--- config.mk ---
export PLATFORM = sky130hd
export DESIGN_NAME = comparator_window_monitor
export DESIGN_NICKNAME = d
export VERILOG_FILES = /design/src/rtl/comparator_window_monitor.v /design/src/rtl/window_pair.v
export VERILOG_INCLUDE_DIRS = /design/src /design/src/rtl
export SDC_FILE = /design/constraint.sdc
export NUM_CORES = 1
export LEC_CHECK = 0
export BUFFER_PORTS_ARGS = -buffer_cell sky130_fd_sc_hd__buf_2
export CAP_MARGIN = 20
export CORE_ASPECT_RATIO = 0.75
export CORE_UTILIZATION = 40
export DETAILED_ROUTE_END_ITERATION = 12
export PLACE_DENSITY = 0.71
export SLEW_MARGIN = 10
export SYNTH_ARGS = -nofsm -noshare
export SYNTH_HDL_FRONTEND = slang
export SYNTH_SLANG_ARGS = --single-unit
--- constraint.sdc ---
create_clock -name clk_sys -period 2.6 [get_ports clk_sys]
set_input_delay 0.26 -clock clk_sys [delete_from_list [all_inputs] [get_ports clk_sys]]
set_output_delay 0.26 -clock clk_sys [all_outputs]
set_load 0.005 [all_outputs]
--- src/rtl/window_monitor_consts.vh ---
// register offsets, field positions and reset values of the comparator window monitor
`ifndef WINDOW_MONITOR_CONSTS_VH
`define WINDOW_MONITOR_CONSTS_VH

// register byte offsets
`define OFS_COMPARATOR_CONTROL_FIRST 8'h00
`define OFS_COMPARATOR_CONTROL_SECOND 8'h04
`define OFS_CONTROL_B 8'h08
`define OFS_WINDOW_CONTROL 8'h0c
`define OFS_STATUS 8'h10
`define OFS_INT_FLAG 8'h14
`define OFS_INT_MASK 8'h18

// comparator_control_reg fields
`define CC_ENABLE_BIT 0
`define CC_SINGLE_BIT 1
`define CC_RESET 2'h0

// control_b_reg fields (write-only strobes)
`define CB_START_FIRST_BIT 0
`define CB_START_SECOND_BIT 1

// window_control_reg fields
`define WC_ENABLE_BIT 0
`define WC_SEL_LSB 1
`define WC_SEL_MSB 2
`define WC_RESET 3'h0

// window_irq_select encodings
`define WSEL_ABOVE 2'h0
`define WSEL_INSIDE 2'h1
`define WSEL_BELOW 2'h2
`define WSEL_OUTSIDE 2'h3

// window_state_field encodings
`define WSTATE_ABOVE 2'h0
`define WSTATE_INSIDE 2'h1
`define WSTATE_BELOW 2'h2

// status register fields
`define ST_FIRST_OUT_BIT 0
`define ST_SECOND_OUT_BIT 1
`define ST_WSTATE_LSB 2
`define ST_WSTATE_MSB 3
`define ST_WINDOW_ACTIVE_BIT 4

// interrupt flag / mask fields
`define IF_FIRST_BIT 0
`define IF_SECOND_BIT 1
`define IF_WINDOW_BIT 2
`define IF_WIDTH 3
`define IF_RESET 3'h0

`endif

--- src/rtl/comparator_window_monitor.v ---
// comparator pair control, window comparison, single-shot start and wishbone registers
//
// How it works
// - window mode and combined window info exist only while window_pair_enable is set.
// - window_state_field in status shows the pair's window condition only while window mode is active; otherwise it reads as above.
// - window_irq_select picks below, above, into or out-of window as interrupt cause.
// - window event pulses follow inside/outside changes regardless of interrupt mask.
// - each comparator keeps its own output, flag and event during window mode.
// - window plus single-shot mode of the first comparator starts both comparators in the same cycle.
// - writing one to either start_compare_bit launches the joint measurement.
// - a start event for either comparator launches the joint measurement.
`timescale 1ns/1ns
`include "window_monitor_consts.vh"

module comparator_window_monitor (
  input wire clk_sys,
  input wire reset_n,
  input wire wb_cyc_i,
  input wire wb_stb_i,
  input wire wb_we_i,
  input wire [7:0] wb_adr_i,
  input wire [3:0] wb_sel_i,
  input wire [31:0] wb_dat_i,
  output reg [31:0] wb_dat_o,
  output wire wb_ack_o,
  input wire first_cmp_out,
  input wire first_cmp_valid,
  input wire second_cmp_out,
  input wire second_cmp_valid,
  input wire first_start_event,
  input wire second_start_event,
  output reg first_enable,
  output reg second_enable,
  output reg first_start,
  output reg second_start,
  output reg first_comparator_event,
  output reg second_comparator_event,
  output reg window_inside_event,
  output reg window_outside_event,
  output reg [1:0] window_state_out,
  output wire irq
);

  ////////////////////////////////////////////////////////////////////////////
  // register state

  reg [1:0] comparator_control_first;
  reg [1:0] comparator_control_second;
  reg [2:0] window_control_reg;
  reg [`IF_WIDTH-1:0] int_flag;
  reg [`IF_WIDTH-1:0] int_mask;
  reg first_result;
  reg second_result;
  reg ack;

  wire window_pair_enable;
  wire [1:0] window_irq_select;
  wire window_active;
  wire first_single;
  wire second_single;
  wire joint_single;

  assign window_pair_enable = window_control_reg[`WC_ENABLE_BIT];
  assign window_irq_select = window_control_reg[`WC_SEL_MSB:`WC_SEL_LSB];
  assign first_single = comparator_control_first[`CC_SINGLE_BIT];
  assign second_single = comparator_control_second[`CC_SINGLE_BIT];
  // window mode needs both comparators running, otherwise there is no pair to combine
  assign window_active = window_pair_enable
                         & comparator_control_first[`CC_ENABLE_BIT]
                         & comparator_control_second[`CC_ENABLE_BIT];
  // both settings agree when software behaves; the first one is taken as the pair's mode
  assign joint_single = window_active & first_single;

  ////////////////////////////////////////////////////////////////////////////
  // wishbone slave: one wait state, ack for every address

  wire bus_req;
  wire wr_strobe;
  wire rd_strobe;

  assign bus_req = wb_cyc_i & wb_stb_i;
  assign wb_ack_o = ack;
  assign wr_strobe = bus_req & ~ack & wb_we_i & wb_sel_i[0];
  assign rd_strobe = bus_req & ~ack & ~wb_we_i;

  // bus signals are passed in, not read from the module, so that continuous
  // assignments calling this re-evaluate whenever the strobe or address moves
  function is_write;
    input strobe;
    input [7:0] addr;
    input [7:0] offset;
    begin
      is_write = strobe && (addr == offset);
    end
  endfunction

  always @(posedge clk_sys or negedge reset_n) begin
    if (!reset_n) begin
      ack <= 1'b0;
    end else begin
      ack <= bus_req & ~ack;
    end
  end

  wire [31:0] status_word;
  assign status_word = {27'h0, window_active, window_state_out, second_result, first_result};

  reg [31:0] next_rdata;

  always @* begin
    case (wb_adr_i)
      `OFS_COMPARATOR_CONTROL_FIRST: begin
        next_rdata = {30'h0, comparator_control_first};
      end
      `OFS_COMPARATOR_CONTROL_SECOND: begin
        next_rdata = {30'h0, comparator_control_second};
      end
      `OFS_WINDOW_CONTROL: begin
        next_rdata = {29'h0, window_control_reg};
      end
      `OFS_STATUS: begin
        next_rdata = status_word;
      end
      `OFS_INT_FLAG: begin
        next_rdata = {29'h0, int_flag};
      end
      `OFS_INT_MASK: begin
        next_rdata = {29'h0, int_mask};
      end
      default: begin
        next_rdata = 32'h0;
      end
    endcase
  end

  always @(posedge clk_sys or negedge reset_n) begin
    if (!reset_n) begin
      wb_dat_o <= 32'h0;
    end else if (rd_strobe) begin
      wb_dat_o <= next_rdata;
    end
  end

  ////////////////////////////////////////////////////////////////////////////
  // control registers

  always @(posedge clk_sys or negedge reset_n) begin
    if (!reset_n) begin
      comparator_control_first <= `CC_RESET;
      comparator_control_second <= `CC_RESET;
      window_control_reg <= `WC_RESET;
      int_mask <= `IF_RESET;
    end else begin
      if (is_write(wr_strobe, wb_adr_i, `OFS_COMPARATOR_CONTROL_FIRST)) begin
        comparator_control_first <= wb_dat_i[1:0];
      end
      if (is_write(wr_strobe, wb_adr_i, `OFS_COMPARATOR_CONTROL_SECOND)) begin
        comparator_control_second <= wb_dat_i[1:0];
      end
      if (is_write(wr_strobe, wb_adr_i, `OFS_WINDOW_CONTROL)) begin
        window_control_reg <= wb_dat_i[2:0];
      end
      if (is_write(wr_strobe, wb_adr_i, `OFS_INT_MASK)) begin
        int_mask <= wb_dat_i[`IF_WIDTH-1:0];
      end
    end
  end

  always @(posedge clk_sys or negedge reset_n) begin
    if (!reset_n) begin
      first_enable <= 1'b0;
      second_enable <= 1'b0;
    end else begin
      first_enable <= comparator_control_first[`CC_ENABLE_BIT];
      second_enable <= comparator_control_second[`CC_ENABLE_BIT];
    end
  end

  ////////////////////////////////////////////////////////////////////////////
  // measurement start

  wire sw_start_first;
  wire sw_start_second;
  wire any_start_request;

  assign sw_start_first = is_write(wr_strobe, wb_adr_i, `OFS_CONTROL_B)
                          & wb_dat_i[`CB_START_FIRST_BIT];
  assign sw_start_second = is_write(wr_strobe, wb_adr_i, `OFS_CONTROL_B)
                           & wb_dat_i[`CB_START_SECOND_BIT];
  assign any_start_request = sw_start_first | sw_start_second
                             | first_start_event | second_start_event;

  // a comparator outside window mode starts only when enabled and set to single-shot
  function solo_start;
    input enable;
    input single;
    input sw_start;
    input start_event;
    begin
      solo_start = enable & single & (sw_start | start_event);
    end
  endfunction

  always @(posedge clk_sys or negedge reset_n) begin
    if (!reset_n) begin
      first_start <= 1'b0;
      second_start <= 1'b0;
    end else if (joint_single) begin
      // any source launches both so the two limits are judged on the same sample
      first_start <= any_start_request;
      second_start <= any_start_request;
    end else begin
      // outside window mode each comparator answers only its own sources
      first_start <= solo_start(comparator_control_first[`CC_ENABLE_BIT], first_single,
                                sw_start_first, first_start_event);
      second_start <= solo_start(comparator_control_second[`CC_ENABLE_BIT], second_single,
                                 sw_start_second, second_start_event);
    end
  end

  ////////////////////////////////////////////////////////////////////////////
  // individual comparator results, events and flags

  wire first_take;
  wire second_take;
  wire first_changed;
  wire second_changed;

  assign first_take = first_cmp_valid & comparator_control_first[`CC_ENABLE_BIT];
  assign second_take = second_cmp_valid & comparator_control_second[`CC_ENABLE_BIT];
  assign first_changed = first_take & (first_cmp_out != first_result);
  assign second_changed = second_take & (second_cmp_out != second_result);

  always @(posedge clk_sys or negedge reset_n) begin
    if (!reset_n) begin
      first_result <= 1'b0;
      second_result <= 1'b0;
      first_comparator_event <= 1'b0;
      second_comparator_event <= 1'b0;
    end else begin
      // these paths ignore window mode entirely
      if (first_take) begin
        first_result <= first_cmp_out;
      end
      if (second_take) begin
        second_result <= second_cmp_out;
      end
      first_comparator_event <= first_take;
      second_comparator_event <= second_take;
    end
  end

  ////////////////////////////////////////////////////////////////////////////
  // window tracking

  wire [1:0] pair_state;
  wire pair_primed;
  wire went_above;
  wire went_inside;
  wire went_below;
  wire went_outside;
  wire pair_valid;

  // a pair result is taken whenever either comparator reports, the other one supplying its held result
  assign pair_valid = first_take | second_take;

  window_pair u_window_pair (
    .clk_sys(clk_sys),
    .reset_n(reset_n),
    .window_on(window_active),
    .result_valid(pair_valid),
    .first_out(first_take ? first_cmp_out : first_result),
    .second_out(second_take ? second_cmp_out : second_result),
    .window_state_field(pair_state),
    .primed(pair_primed),
    .went_above(went_above),
    .went_inside(went_inside),
    .went_below(went_below),
    .went_outside(went_outside)
  );

  always @(posedge clk_sys or negedge reset_n) begin
    if (!reset_n) begin
      window_state_out <= `WSTATE_ABOVE;
    end else if (window_active && pair_primed) begin
      window_state_out <= pair_state;
    end else if (!window_active) begin
      window_state_out <= `WSTATE_ABOVE;
    end
  end

  always @(posedge clk_sys or negedge reset_n) begin
    if (!reset_n) begin
      window_inside_event <= 1'b0;
      window_outside_event <= 1'b0;
    end else begin
      // independent of int_mask and window_irq_select
      window_inside_event <= went_inside;
      window_outside_event <= went_outside;
    end
  end

  reg window_hit;

  always @* begin
    case (window_irq_select)
      `WSEL_ABOVE: begin
        window_hit = went_above;
      end
      `WSEL_INSIDE: begin
        window_hit = went_inside;
      end
      `WSEL_BELOW: begin
        window_hit = went_below;
      end
      `WSEL_OUTSIDE: begin
        window_hit = went_outside;
      end
      default: begin
        window_hit = 1'b0;
      end
    endcase
  end

  ////////////////////////////////////////////////////////////////////////////
  // sticky flags, write one to clear; a set in the clearing cycle wins

  wire [`IF_WIDTH-1:0] flag_set;
  wire [`IF_WIDTH-1:0] flag_clear;

  assign flag_set = {window_hit, second_changed, first_changed};
  assign flag_clear = is_write(wr_strobe, wb_adr_i, `OFS_INT_FLAG)
                      ? wb_dat_i[`IF_WIDTH-1:0] : `IF_RESET;

  always @(posedge clk_sys or negedge reset_n) begin
    if (!reset_n) begin
      int_flag <= `IF_RESET;
    end else begin
      int_flag <= (int_flag & ~flag_clear) | flag_set;
    end
  end

  assign irq = |(int_flag & int_mask);

endmodule

--- src/rtl/window_pair.v ---
// window state tracker for one comparator pair: state field and transition pulses
`timescale 1ns/1ns
`include "window_monitor_consts.vh"

module window_pair (
  input wire clk_sys,
  input wire reset_n,
  input wire window_on,
  input wire result_valid,
  input wire first_out,
  input wire second_out,
  output reg [1:0] window_state_field,
  output reg primed,
  output reg went_above,
  output reg went_inside,
  output reg went_below,
  output reg went_outside
);

  reg [1:0] next_state;

  // outputs differing means the input sits between the two limits, in either order
  always @* begin
    if (first_out != second_out) begin
      next_state = `WSTATE_INSIDE;
    end else if (first_out) begin
      next_state = `WSTATE_ABOVE;
    end else begin
      next_state = `WSTATE_BELOW;
    end
  end

  always @(posedge clk_sys or negedge reset_n) begin
    if (!reset_n) begin
      window_state_field <= `WSTATE_ABOVE;
      primed <= 1'b0;
      went_above <= 1'b0;
      went_inside <= 1'b0;
      went_below <= 1'b0;
      went_outside <= 1'b0;
    end else begin
      went_above <= 1'b0;
      went_inside <= 1'b0;
      went_below <= 1'b0;
      went_outside <= 1'b0;
      if (!window_on) begin
        // leaving window mode forgets history so re-entry gives no stale transition
        primed <= 1'b0;
      end else if (result_valid) begin
        window_state_field <= next_state;
        primed <= 1'b1;
        if (primed && next_state != window_state_field) begin
          went_above <= (next_state == `WSTATE_ABOVE);
          went_inside <= (next_state == `WSTATE_INSIDE);
          went_below <= (next_state == `WSTATE_BELOW);
          went_outside <= (window_state_field == `WSTATE_INSIDE);
        end
      end
    end
  end

endmodule

==> results of run 1 <==
[layer usage]
metal	wire, microns	GRT usage
met2	1760	0.239
met4	31	0.0572
met3	225	0.0511
met1	2010	0.234
met5	0	0
[placed cells by master, fill, tap and decap left out, types with 5 or more instances in the layout]
master,n
mux2_2,5
buf_2,39
nor2_1,5
mux2i_1,6
clkbuf_8,5
inv_1,9
conb_1,27
mux2_4,6
dfrtp_1,38
nand2_1,14
[where the power goes]
group	total (mW)	leakage, nW	switching (mW)	internal [mW]
Sequential	0.604	0.528	0.00569	0.599
Clock	0.499	0.0504	0.213	0.285
Combinational	0.0909	0.627	0.0583	0.0327
[layout make-up]
class | instances | area share
multi-input cells | 126 | 0.399
clock inverters | 3 | 0.0198
well taps | 57 | 0.0314
clock buffers | 5 | 0.0303
flip-flops and latches | 38 | 0.419
repair buffers | 39 | 0.0859
inverters | 9 | 0.0149
[cell families (layout without fill, tap and decap cells)]
family / count (synthesis) / count (layout) / share of synthesized area
DFF: 38 / 38 / 0.474
muxes: 22 / 22 / 0.137
buffers and inverters: 38 / 56 / 0.123
AOI/OAI and AO/OA: 23 / 23 / 0.0804
xor gates and xnor gates: 4 / 4 / 0.0175
and+or+nand+nor: 47 / 47 / 0.148
other: 1 / 27 / 0.00187
adders and majority gates: 3 / 3 / 0.0187
[worst paths after layout]
kind                                             start                            to  slack (ns)  depth (start not counted)
max                        comparator_control_first[0]     u_window_pair.went_inside        0.51                          8
min                                            reset_n       second_comparator_event        0.06                          1
max reg2reg                comparator_control_first[0]     u_window_pair.went_inside        0.51                          8
min reg2reg                  u_window_pair.went_inside           window_inside_event        0.38                          0
max in group asynchronous                      reset_n  comparator_control_second[1]        2.00                          1
min in group clk_sys                       wb_dat_i[2]         window_control_reg[2]        0.25                          2
[per-stage QoR]
step	setup WS, ns	power [mW]	cell area [sq um]	utilization	instances
finish	0.514	1.19	2270	0.491	277
global route	0.305	1.25	2270	0.491	277
CTS	0.511	1.21	2270	0.491	277
detailed placement	0.518	0.707	2160	0.467	269
global placement	0.536	0.705	2160	0.467	269
floorplan	0.761	0.689	2100	-	202
==> results.json, run 1 <==
{
  "hold_ws_ns": 0.0635,
  "seq_area_sq_um": 951,
  "rsz0062_at_grt": "false",
  "worstPathCellList": "nand2_1, mux2i_1, inv_1, ha_1, xor2_1, o21ai_0, nor2_1, and2_1",
  "gp_congestion": 0.851,
  "ys.flop_type": "dfrtp_1",
  "async_flop_share": 1.00,
  "drc": 0,
  "nNetsFinal": 277,
  "cts_resized": 0,
  "p_leak_nw": 1.21,
  "wirelength_mm": 4.02,
  "path_class": "register to register",
  "yosysWarningCount": 0,
  "fillers": 427,
  "hold_path_class": "input pin to asynchronous set/reset pin",
  "synth-seq-cells": 38,
  "arrival_ns": 2.28,
  "pin_count": 99,
  "startpoint_type": "register",
  "detail-route-antenna-nets": 0,
  "finalClockSkew_ns": 0.00638,
  "hpwl_mm": 3.07,
  "fin_crit_sh": 0.802,
  "setup_viol": 0,
  "cp_max_fo": 6,
  "regMostFlops": "wb_dat_o",
  "grt_first_pass_wirelength_mm": 6.58,
  "tightest_slew_ns": 0.851,
  "peakVddDrop_v": 0.000212,
  "vias": 1346,
  "core_sq_um": 4620,
  "die_width_microns": 83.8,
  "cts.htree.levels": 2,
  "clock.fmax_ghz": 0.479,
  "portBuffers": 39,
  "cts.path.max_buffers": 2,
  "slowest_stage": "dfrtp_1",
  "end_kind": "register",
  "path_buf_inv": 1,
  "largest_reg_flops": 5,
  "hold_viol": 0,
  "fin_crit_ns": 2.09,
  "cts.sinks": 38,
  "die_y_microns": 63.3,
  "drv_slew": 0,
  "synthTopCellsByArea": "dfrtp_1, buf_4, mux2_4",
  "synth_top_area_share": 0.474,
  "cts-hold-fix-buffers": 0,
  "synth_most_common_cell": "dfrtp_1",
  "synthCells": 176,
  "synth_cell_type_count": 43,
  "synth_edf_count": 0,
  "grt_overflow": 0,
  "antenna_found_initial": 0,
  "cts_tree": "yes",
  "grt_max_degree": 39,
  "cts_root_buf": "clkbuf_8",
  "drive_above_1_share": 0.318,
  "relSlewSlack": 0.433,
  "clk_pin_slew_ns": 0.08,
  "grtUsageTotal": 0.165,
  "routedWlPerCell_microns": 14.5,
  "slowest_delay_ns": 0.47,
  "dr.first_iter.drc_count": 122,
  "crit_family": "flip-flops",
  "first_global_vias": 1288,
  "syn-cell-area_sq_um": 2010,
  "setup_tns_ns": 0,
  "required_ns": 2.79,
  "max_cap_viol_count": 0,
  "synth_commonest_cells": "dfrtp_1, buf_4, nand2_1",
  "outcome": "finished, final reports clean",
  "area_growth_pct": 13.2,
  "rows": 21,
  "antenna_cells": 0,
  "yosysTopAreaCell": "dfrtp_1",
  "dieArea_sq_um": 5310,
  "syn_avg_cell_area_sq_um": 11.4,
  "power_density_nw_per_um2": 525,
  "insertion_delay_ns": 0.30,
  "start_util": 0.434,
  "ys_seq_area_frac": 0.474,
  "cts_buffers": 5,
  "firstDrtPassIters": 4,
  "multiInputGateArea_sq_um": 907,
  "cts_setup_buffers": 0,
  "via_per_inst": 4.86
}
No activity file was read; power rests on OpenSTA's default activity.
==> inputs of run 2 (changes only) <==
==> constraint.sdc (replaced) <==
create_clock -name clk_sys -period 2.2 [get_ports clk_sys]
set_input_delay 0.22 -clock clk_sys [delete_from_list [all_inputs] [get_ports clk_sys]]
set_output_delay 0.22 -clock clk_sys [all_outputs]
set_load 0.005 [all_outputs]
==> run 2 against run 1 <==
Cell count increased by 0.72%; first-iteration DRC count increased by 1.6%; count of clock-buffer cells in the layout increased by 2; die area unchanged; total power increased by 10%.
==> results.json, run 2 (same netlist as run 1, synthesis figures left out) <==
{
  "clock.fmax_ghz": 0.504,
  "fin_crit_sh": 0.901,
  "detail-route-antenna-nets": 0,
  "drv_slew": 0,
  "finalClockSkew_ns": 0.00554,
  "pin_count": 99,
  "setup_tns_ns": 0,
  "arrival_ns": 2.17,
  "grtUsageTotal": 0.171,
  "outcome": "finished, final reports clean",
  "drc": 0,
  "dieArea_sq_um": 5310,
  "core_sq_um": 4620,
  "largest_reg_flops": 5,
  "slowest_stage": "dfrtp_1",
  "layout_commonest_cell": "buf_2",
  "cts.path.max_buffers": 2,
  "grt_first_pass_wirelength_mm": 6.85,
  "firstDrtPassIters": 4,
  "multiInputGateArea_sq_um": 911,
  "relSlewSlack": 0.432,
  "antenna_found_initial": 0,
  "slowest_delay_ns": 0.38,
  "dr.first_iter.drc_count": 124,
  "cts_tree": "yes",
  "rows": 21,
  "routedWlPerCell_microns": 14.9,
  "cts_buffers": 5,
  "cts.sinks": 38,
  "drive_above_1_share": 0.324,
  "peakVddDrop_v": 0.000296,
  "grt_max_degree": 39,
  "cts_setup_buffers": 0,
  "gp_congestion": 0.841,
  "cts.htree.levels": 2,
  "total_power_mw": 1.32,
  "vias": 1380,
  "via_per_inst": 4.95,
  "hold_path_class": "input pin to asynchronous set/reset pin",
  "postLayoutCellArea_sq_um": 2270,
  "antenna_cells": 0,
  "first_global_vias": 1350,
  "insertion_delay_ns": 0.29,
  "portBuffers": 39,
  "final_cell_mix": "buf_2, dfrtp_1, conb_1",
  "tightest_slew_ns": 0.852,
  "path_class": "register to register",
  "seq_area_sq_um": 951,
  "start_util": 0.434,
  "setup_viol": 0,
  "grt_overflow": 0,
  "hold_viol": 0,
  "power_density_nw_per_um2": 581,
  "die_width_microns": 83.8,
  "max_cap_viol_count": 0,
  "wirelength_mm": 4.17,
  "cp_max_fo": 3,
  "nNetsFinal": 279,
  "end_kind": "register",
  "area_growth_pct": 13.0,
  "worstPathCellList": "nand2_1, mux2_2, ha_1, xor2_1, o21ai_0, nor2_1, and2_1",
  "regMostFlops": "wb_dat_o",
  "rsz0062_at_grt": "false",
  "required_ns": 2.38,
  "startpoint_type": "register",
  "die_y_microns": 63.3,
  "place_area_sq_um": 2170,
  "p_leak_nw": 1.21,
  "cts_root_buf": "clkbuf_8",
  "fillers": 430,
  "hpwl_mm": 3.14,
  "clk_pin_slew_ns": 0.07,
  "fin_crit_ns": 1.98,
  "cts-hold-fix-buffers": 0
}
-- run 2: changes by cell type in the layout (fill, tap and decap cells not counted) --
cell        previous run  this run
clkbuf_8               5         6
bufinv_16              1         0
clkbuf_1               0         1
clkinv_2               0         1
mux2i_2                0         1
buf_4                  0         2
mux2i_1                6         5
clkinvlp_4             2         0
-- run 2: worst paths after layout --
check                                                  start                     endpoint  slack, ns  depth (start not counted)
min in group clk_sys                             wb_dat_i[2]        window_control_reg[2]       0.22                          2
worst min-delay path                                 reset_n      second_comparator_event       0.04                          1
worst min register to register     u_window_pair.went_inside          window_inside_event       0.38                          0
worst max register to register  comparator_control_second[0]     u_window_pair.went_above       0.22                          7
worst max-delay path            comparator_control_second[0]     u_window_pair.went_above       0.22                          7
max in group asynchronous                            reset_n  comparator_control_first[0]       1.63                          1
-- run 2: worst max-delay path, delay by kind of cell, from the launching register on --
| kind | cells | cell delay, ns |
|---|---|---|
| flops | 1 | 0.38 |
| compound gates | 1 | 0.22 |
| mux | 1 | 0.38 |
| simple gates | 3 | 0.39 |
| fa+ha+maj | 1 | 0.35 |
| xor+xnor | 1 | 0.16 |
-- run 2: cell type report --
| class | count | share of cell area |
|---|---|---|
| clock buffers | 7 | 0.0381 |
| repair buffers | 41 | 0.0927 |
| inverters | 9 | 0.0149 |
| well taps | 57 | 0.0314 |
| multi-input cells | 126 | 0.402 |
| flip-flops and latches | 38 | 0.419 |
| clock inverters | 1 | 0.00221 |
-- run 2: per-stage QoR --
step / hold WS, ns / cells / setup WS, ns / utilization
floorplan: -0.0756 / 202 / 0.361 / -
global placement: 0.358 / 271 / 0.248 / 0.470
detailed placement: 0.361 / 271 / 0.225 / 0.470
CTS: 0.0633 / 279 / 0.211 / 0.490
global route: 0.118 / 279 / 0.0539 / 0.491
finish: 0.0358 / 279 / 0.217 / 0.491
-- run 2: layer usage --
| metal | part of all wire | track usage | routed length (microns) |
|---|---|---|---|
| met2 | 0.43 | 0.243 | 1810 |
| met5 | 0 | 0 | 0 |
| met4 | 0.010 | 0.0699 | 42 |
| met1 | 0.49 | 0.244 | 2060 |
| met3 | 0.063 | 0.0485 | 261 |
-- run 2: repair_timing --
| action | 4_1_cts | 5_1_grt |
|---|---|---|
| gates resized for setup | 0 | 1 |
| setup endpoints to repair | 0 | 1 |
| hold endpoints to repair | 0 | 0 |
-- run 2: power breakdown --
group	total, mW	internal, mW	leakage (nW)	switching [mW]
logic	0.109	0.0393	0.633	0.0696
clock network	0.496	0.253	0.0482	0.243
registers	0.714	0.708	0.528	0.00678
==> inputs of run 3 (changes only) <==
--- a/config.mk
+++ b/config.mk
@@ -6,12 +6,11 @@
 export SDC_FILE = /design/constraint.sdc
 export NUM_CORES = 1
 export LEC_CHECK = 0
-export BUFFER_PORTS_ARGS = -buffer_cell sky130_fd_sc_hd__buf_2
 export CAP_MARGIN = 20
 export CORE_ASPECT_RATIO = 0.75
 export CORE_UTILIZATION = 40
 export DETAILED_ROUTE_END_ITERATION = 12
-export PLACE_DENSITY = 0.71
+export DONT_BUFFER_PORTS = 1
 export SLEW_MARGIN = 10
 export SYNTH_ARGS = -nofsm -noshare
 export SYNTH_HDL_FRONTEND = slang
==> run 3 against run 2 <==
Non-clock buffer count shrank 37; clock power hardly changed; die area unchanged; count of clock-buffer cells in the layout is the same; sequential power is essentially flat; final area shrank 7.3%; worst setup slack worse by 0.026 ns; global-route usage about the same; combinational power shrank 29%; register-to-register slack worse by 0.03 ns; clock skew decreased by 0.00054 ns.
==> results.json, run 3 (same netlist as run 1, synthesis figures left out) <==
{
  "die_width_microns": 83.8,
  "postLayoutCellArea_sq_um": 2100,
  "grt_first_pass_wirelength_mm": 6.80,
  "gp_congestion": 0.867,
  "clkPwrFrac": 0.384,
  "rsz0062_at_grt": "false",
  "worstPathCellList": "nand2_1, mux2i_2, inv_1, ha_1, xor2_1, o21ai_0, nor2_1, and2_1",
  "largest_reg_flops": 5,
  "antenna_cells": 0,
  "place_area_sq_um": 1980,
  "place_inst": 232,
  "cp_max_fo": 3,
  "start_util": 0.434,
  "finalClockSkew_ns": 0.00500,
  "max_cap_viol_count": 0,
  "final_cell_mix": "dfrtp_1, conb_1, nand2_1",
  "cts.path.max_buffers": 2,
  "worst_slack_ns": 0.191,
  "cts.sinks": 38,
  "clk_pin_slew_ns": 0.07,
  "layout_commonest_cell": "dfrtp_1",
  "peakVddDrop_v": 0.000319,
  "antenna_found_initial": 0,
  "multiInputGateArea_sq_um": 911,
  "drc": 0,
  "ff2ff_setup_slack_ns": 0.19,
  "area_growth_pct": 4.80,
  "dr.first_iter.drc_count": 76,
  "fin_crit_ns": 2.01,
  "core_sq_um": 4620,
  "cts_buffers": 5,
  "power.share.sequential": 0.556,
  "p_int_mw": 0.988,
  "hold_ws_ns": 0.0609,
  "vias": 1290,
  "fillers": 433,
  "grt_overflow": 0,
  "portBuffers": 0,
  "power_frac_comb": 0.060,
  "tightest_slew_ns": 0.708,
  "final_util": 0.455,
  "dieArea_sq_um": 5310,
  "swShare": 0.232,
  "p_leak_nw": 1.04,
  "setup_viol": 0,
  "via_per_inst": 5.33,
  "slowest_delay_ns": 0.40,
  "stdcell_count": 242,
  "die_y_microns": 63.3,
  "path_class": "register to register",
  "seq_area_sq_um": 951,
  "arrival_ns": 2.19,
  "regMostFlops": "wb_dat_o",
  "grt_max_degree": 39,
  "cts.htree.levels": 2,
  "dp_slack_ns": 0.158,
  "relSlewSlack": 0.521,
  "setup_tns_ns": 0,
  "power_density_nw_per_um2": 612,
  "slowest_stage": "dfrtp_1",
  "outcome": "finished, final reports clean",
  "startpoint_type": "register",
  "cts_setup_buffers": 0,
  "total_power_mw": 1.29,
  "end_kind": "register",
  "rows": 21,
  "firstDrtPassIters": 4,
  "routedWlPerCell_microns": 17.2,
  "pin_count": 99,
  "cts_tree": "yes",
  "drv_slew": 0,
  "clock.fmax_ghz": 0.498,
  "drive_above_1_share": 0.184,
  "insertion_delay_ns": 0.29,
  "hpwl_mm": 3.23,
  "cts_root_buf": "clkbuf_8",
  "switching_power_mw": 0.299,
  "fin_crit_sh": 0.913,
  "grtUsageTotal": 0.171,
  "detail-route-antenna-nets": 0,
  "required_ns": 2.38,
  "nNetsFinal": 242,
  "wirelength_mm": 4.16,
  "hold_path_class": "input pin to register",
  "hold_viol": 0,
  "first_global_vias": 1284
}
[run 3: final cells by class]
class / instances / share of cell area
Tap cell: 57 / 0.0339
Sequential cell: 38 / 0.452
Timing Repair Buffer: 4 / 0.0214
Clock buffer: 7 / 0.0410
Clock inverter: 1 / 0.00238
Inverter: 9 / 0.0161
Multi-Input combinational cell: 126 / 0.433
[run 3: worst paths after layout]
| path | from | end | depth (start not counted) |
|---|---|---|---|
| max | comparator_control_first[0] | u_window_pair.went_below | 8 |
| min | wb_dat_i[1] | comparator_control_second[1] | 1 |
| max reg2reg | comparator_control_first[0] | u_window_pair.went_below | 8 |
| min reg2reg | u_window_pair.went_inside | window_inside_event | 0 |
| max in group asynchronous | reset_n | wb_ack_o | 2 |
| min in group asynchronous | reset_n | u_window_pair.went_inside | 2 |
[run 3: what timing repair did]
item,in CTS,in global routing
setup endpoints to repair,0,3
resized for setup,0,1
endpoints found under the hold margin,38,0
hold buffers,2,0
[run 3: power by group through the flow]
stage	clock (mW)	combinational [mW]	sequential, mW
after global routing	0.539	0.0894	0.717
after floorplan	0	0.0871	0.727
after detailed placement	0	0.0568	0.730
after global placement	0	0.0538	0.729
after CTS	0.502	0.0770	0.716
final	0.494	0.0769	0.716
[run 3: worst max-delay path, delay by kind of cell, from the launching register on]
family | cells | cell delay, ns
muxes | 1 | 0.30
DFF | 1 | 0.40
AOI/OAI and AO/OA | 1 | 0.21
adders and majority gates | 1 | 0.32
and+or+nand+nor | 3 | 0.43
buffers and inverters | 1 | 0.09
xor gates and xnor gates | 1 | 0.15
[run 3: routing by layer]
metal  vias to the layer above  routed length (microns)  global-route usage
li1                        578                        -                   -
met1                       634                     1910               0.241
met4                         0                       93              0.0763
met5                         -                        0                   0
met2                        66                     1780               0.234
met3                        12                      377              0.0603
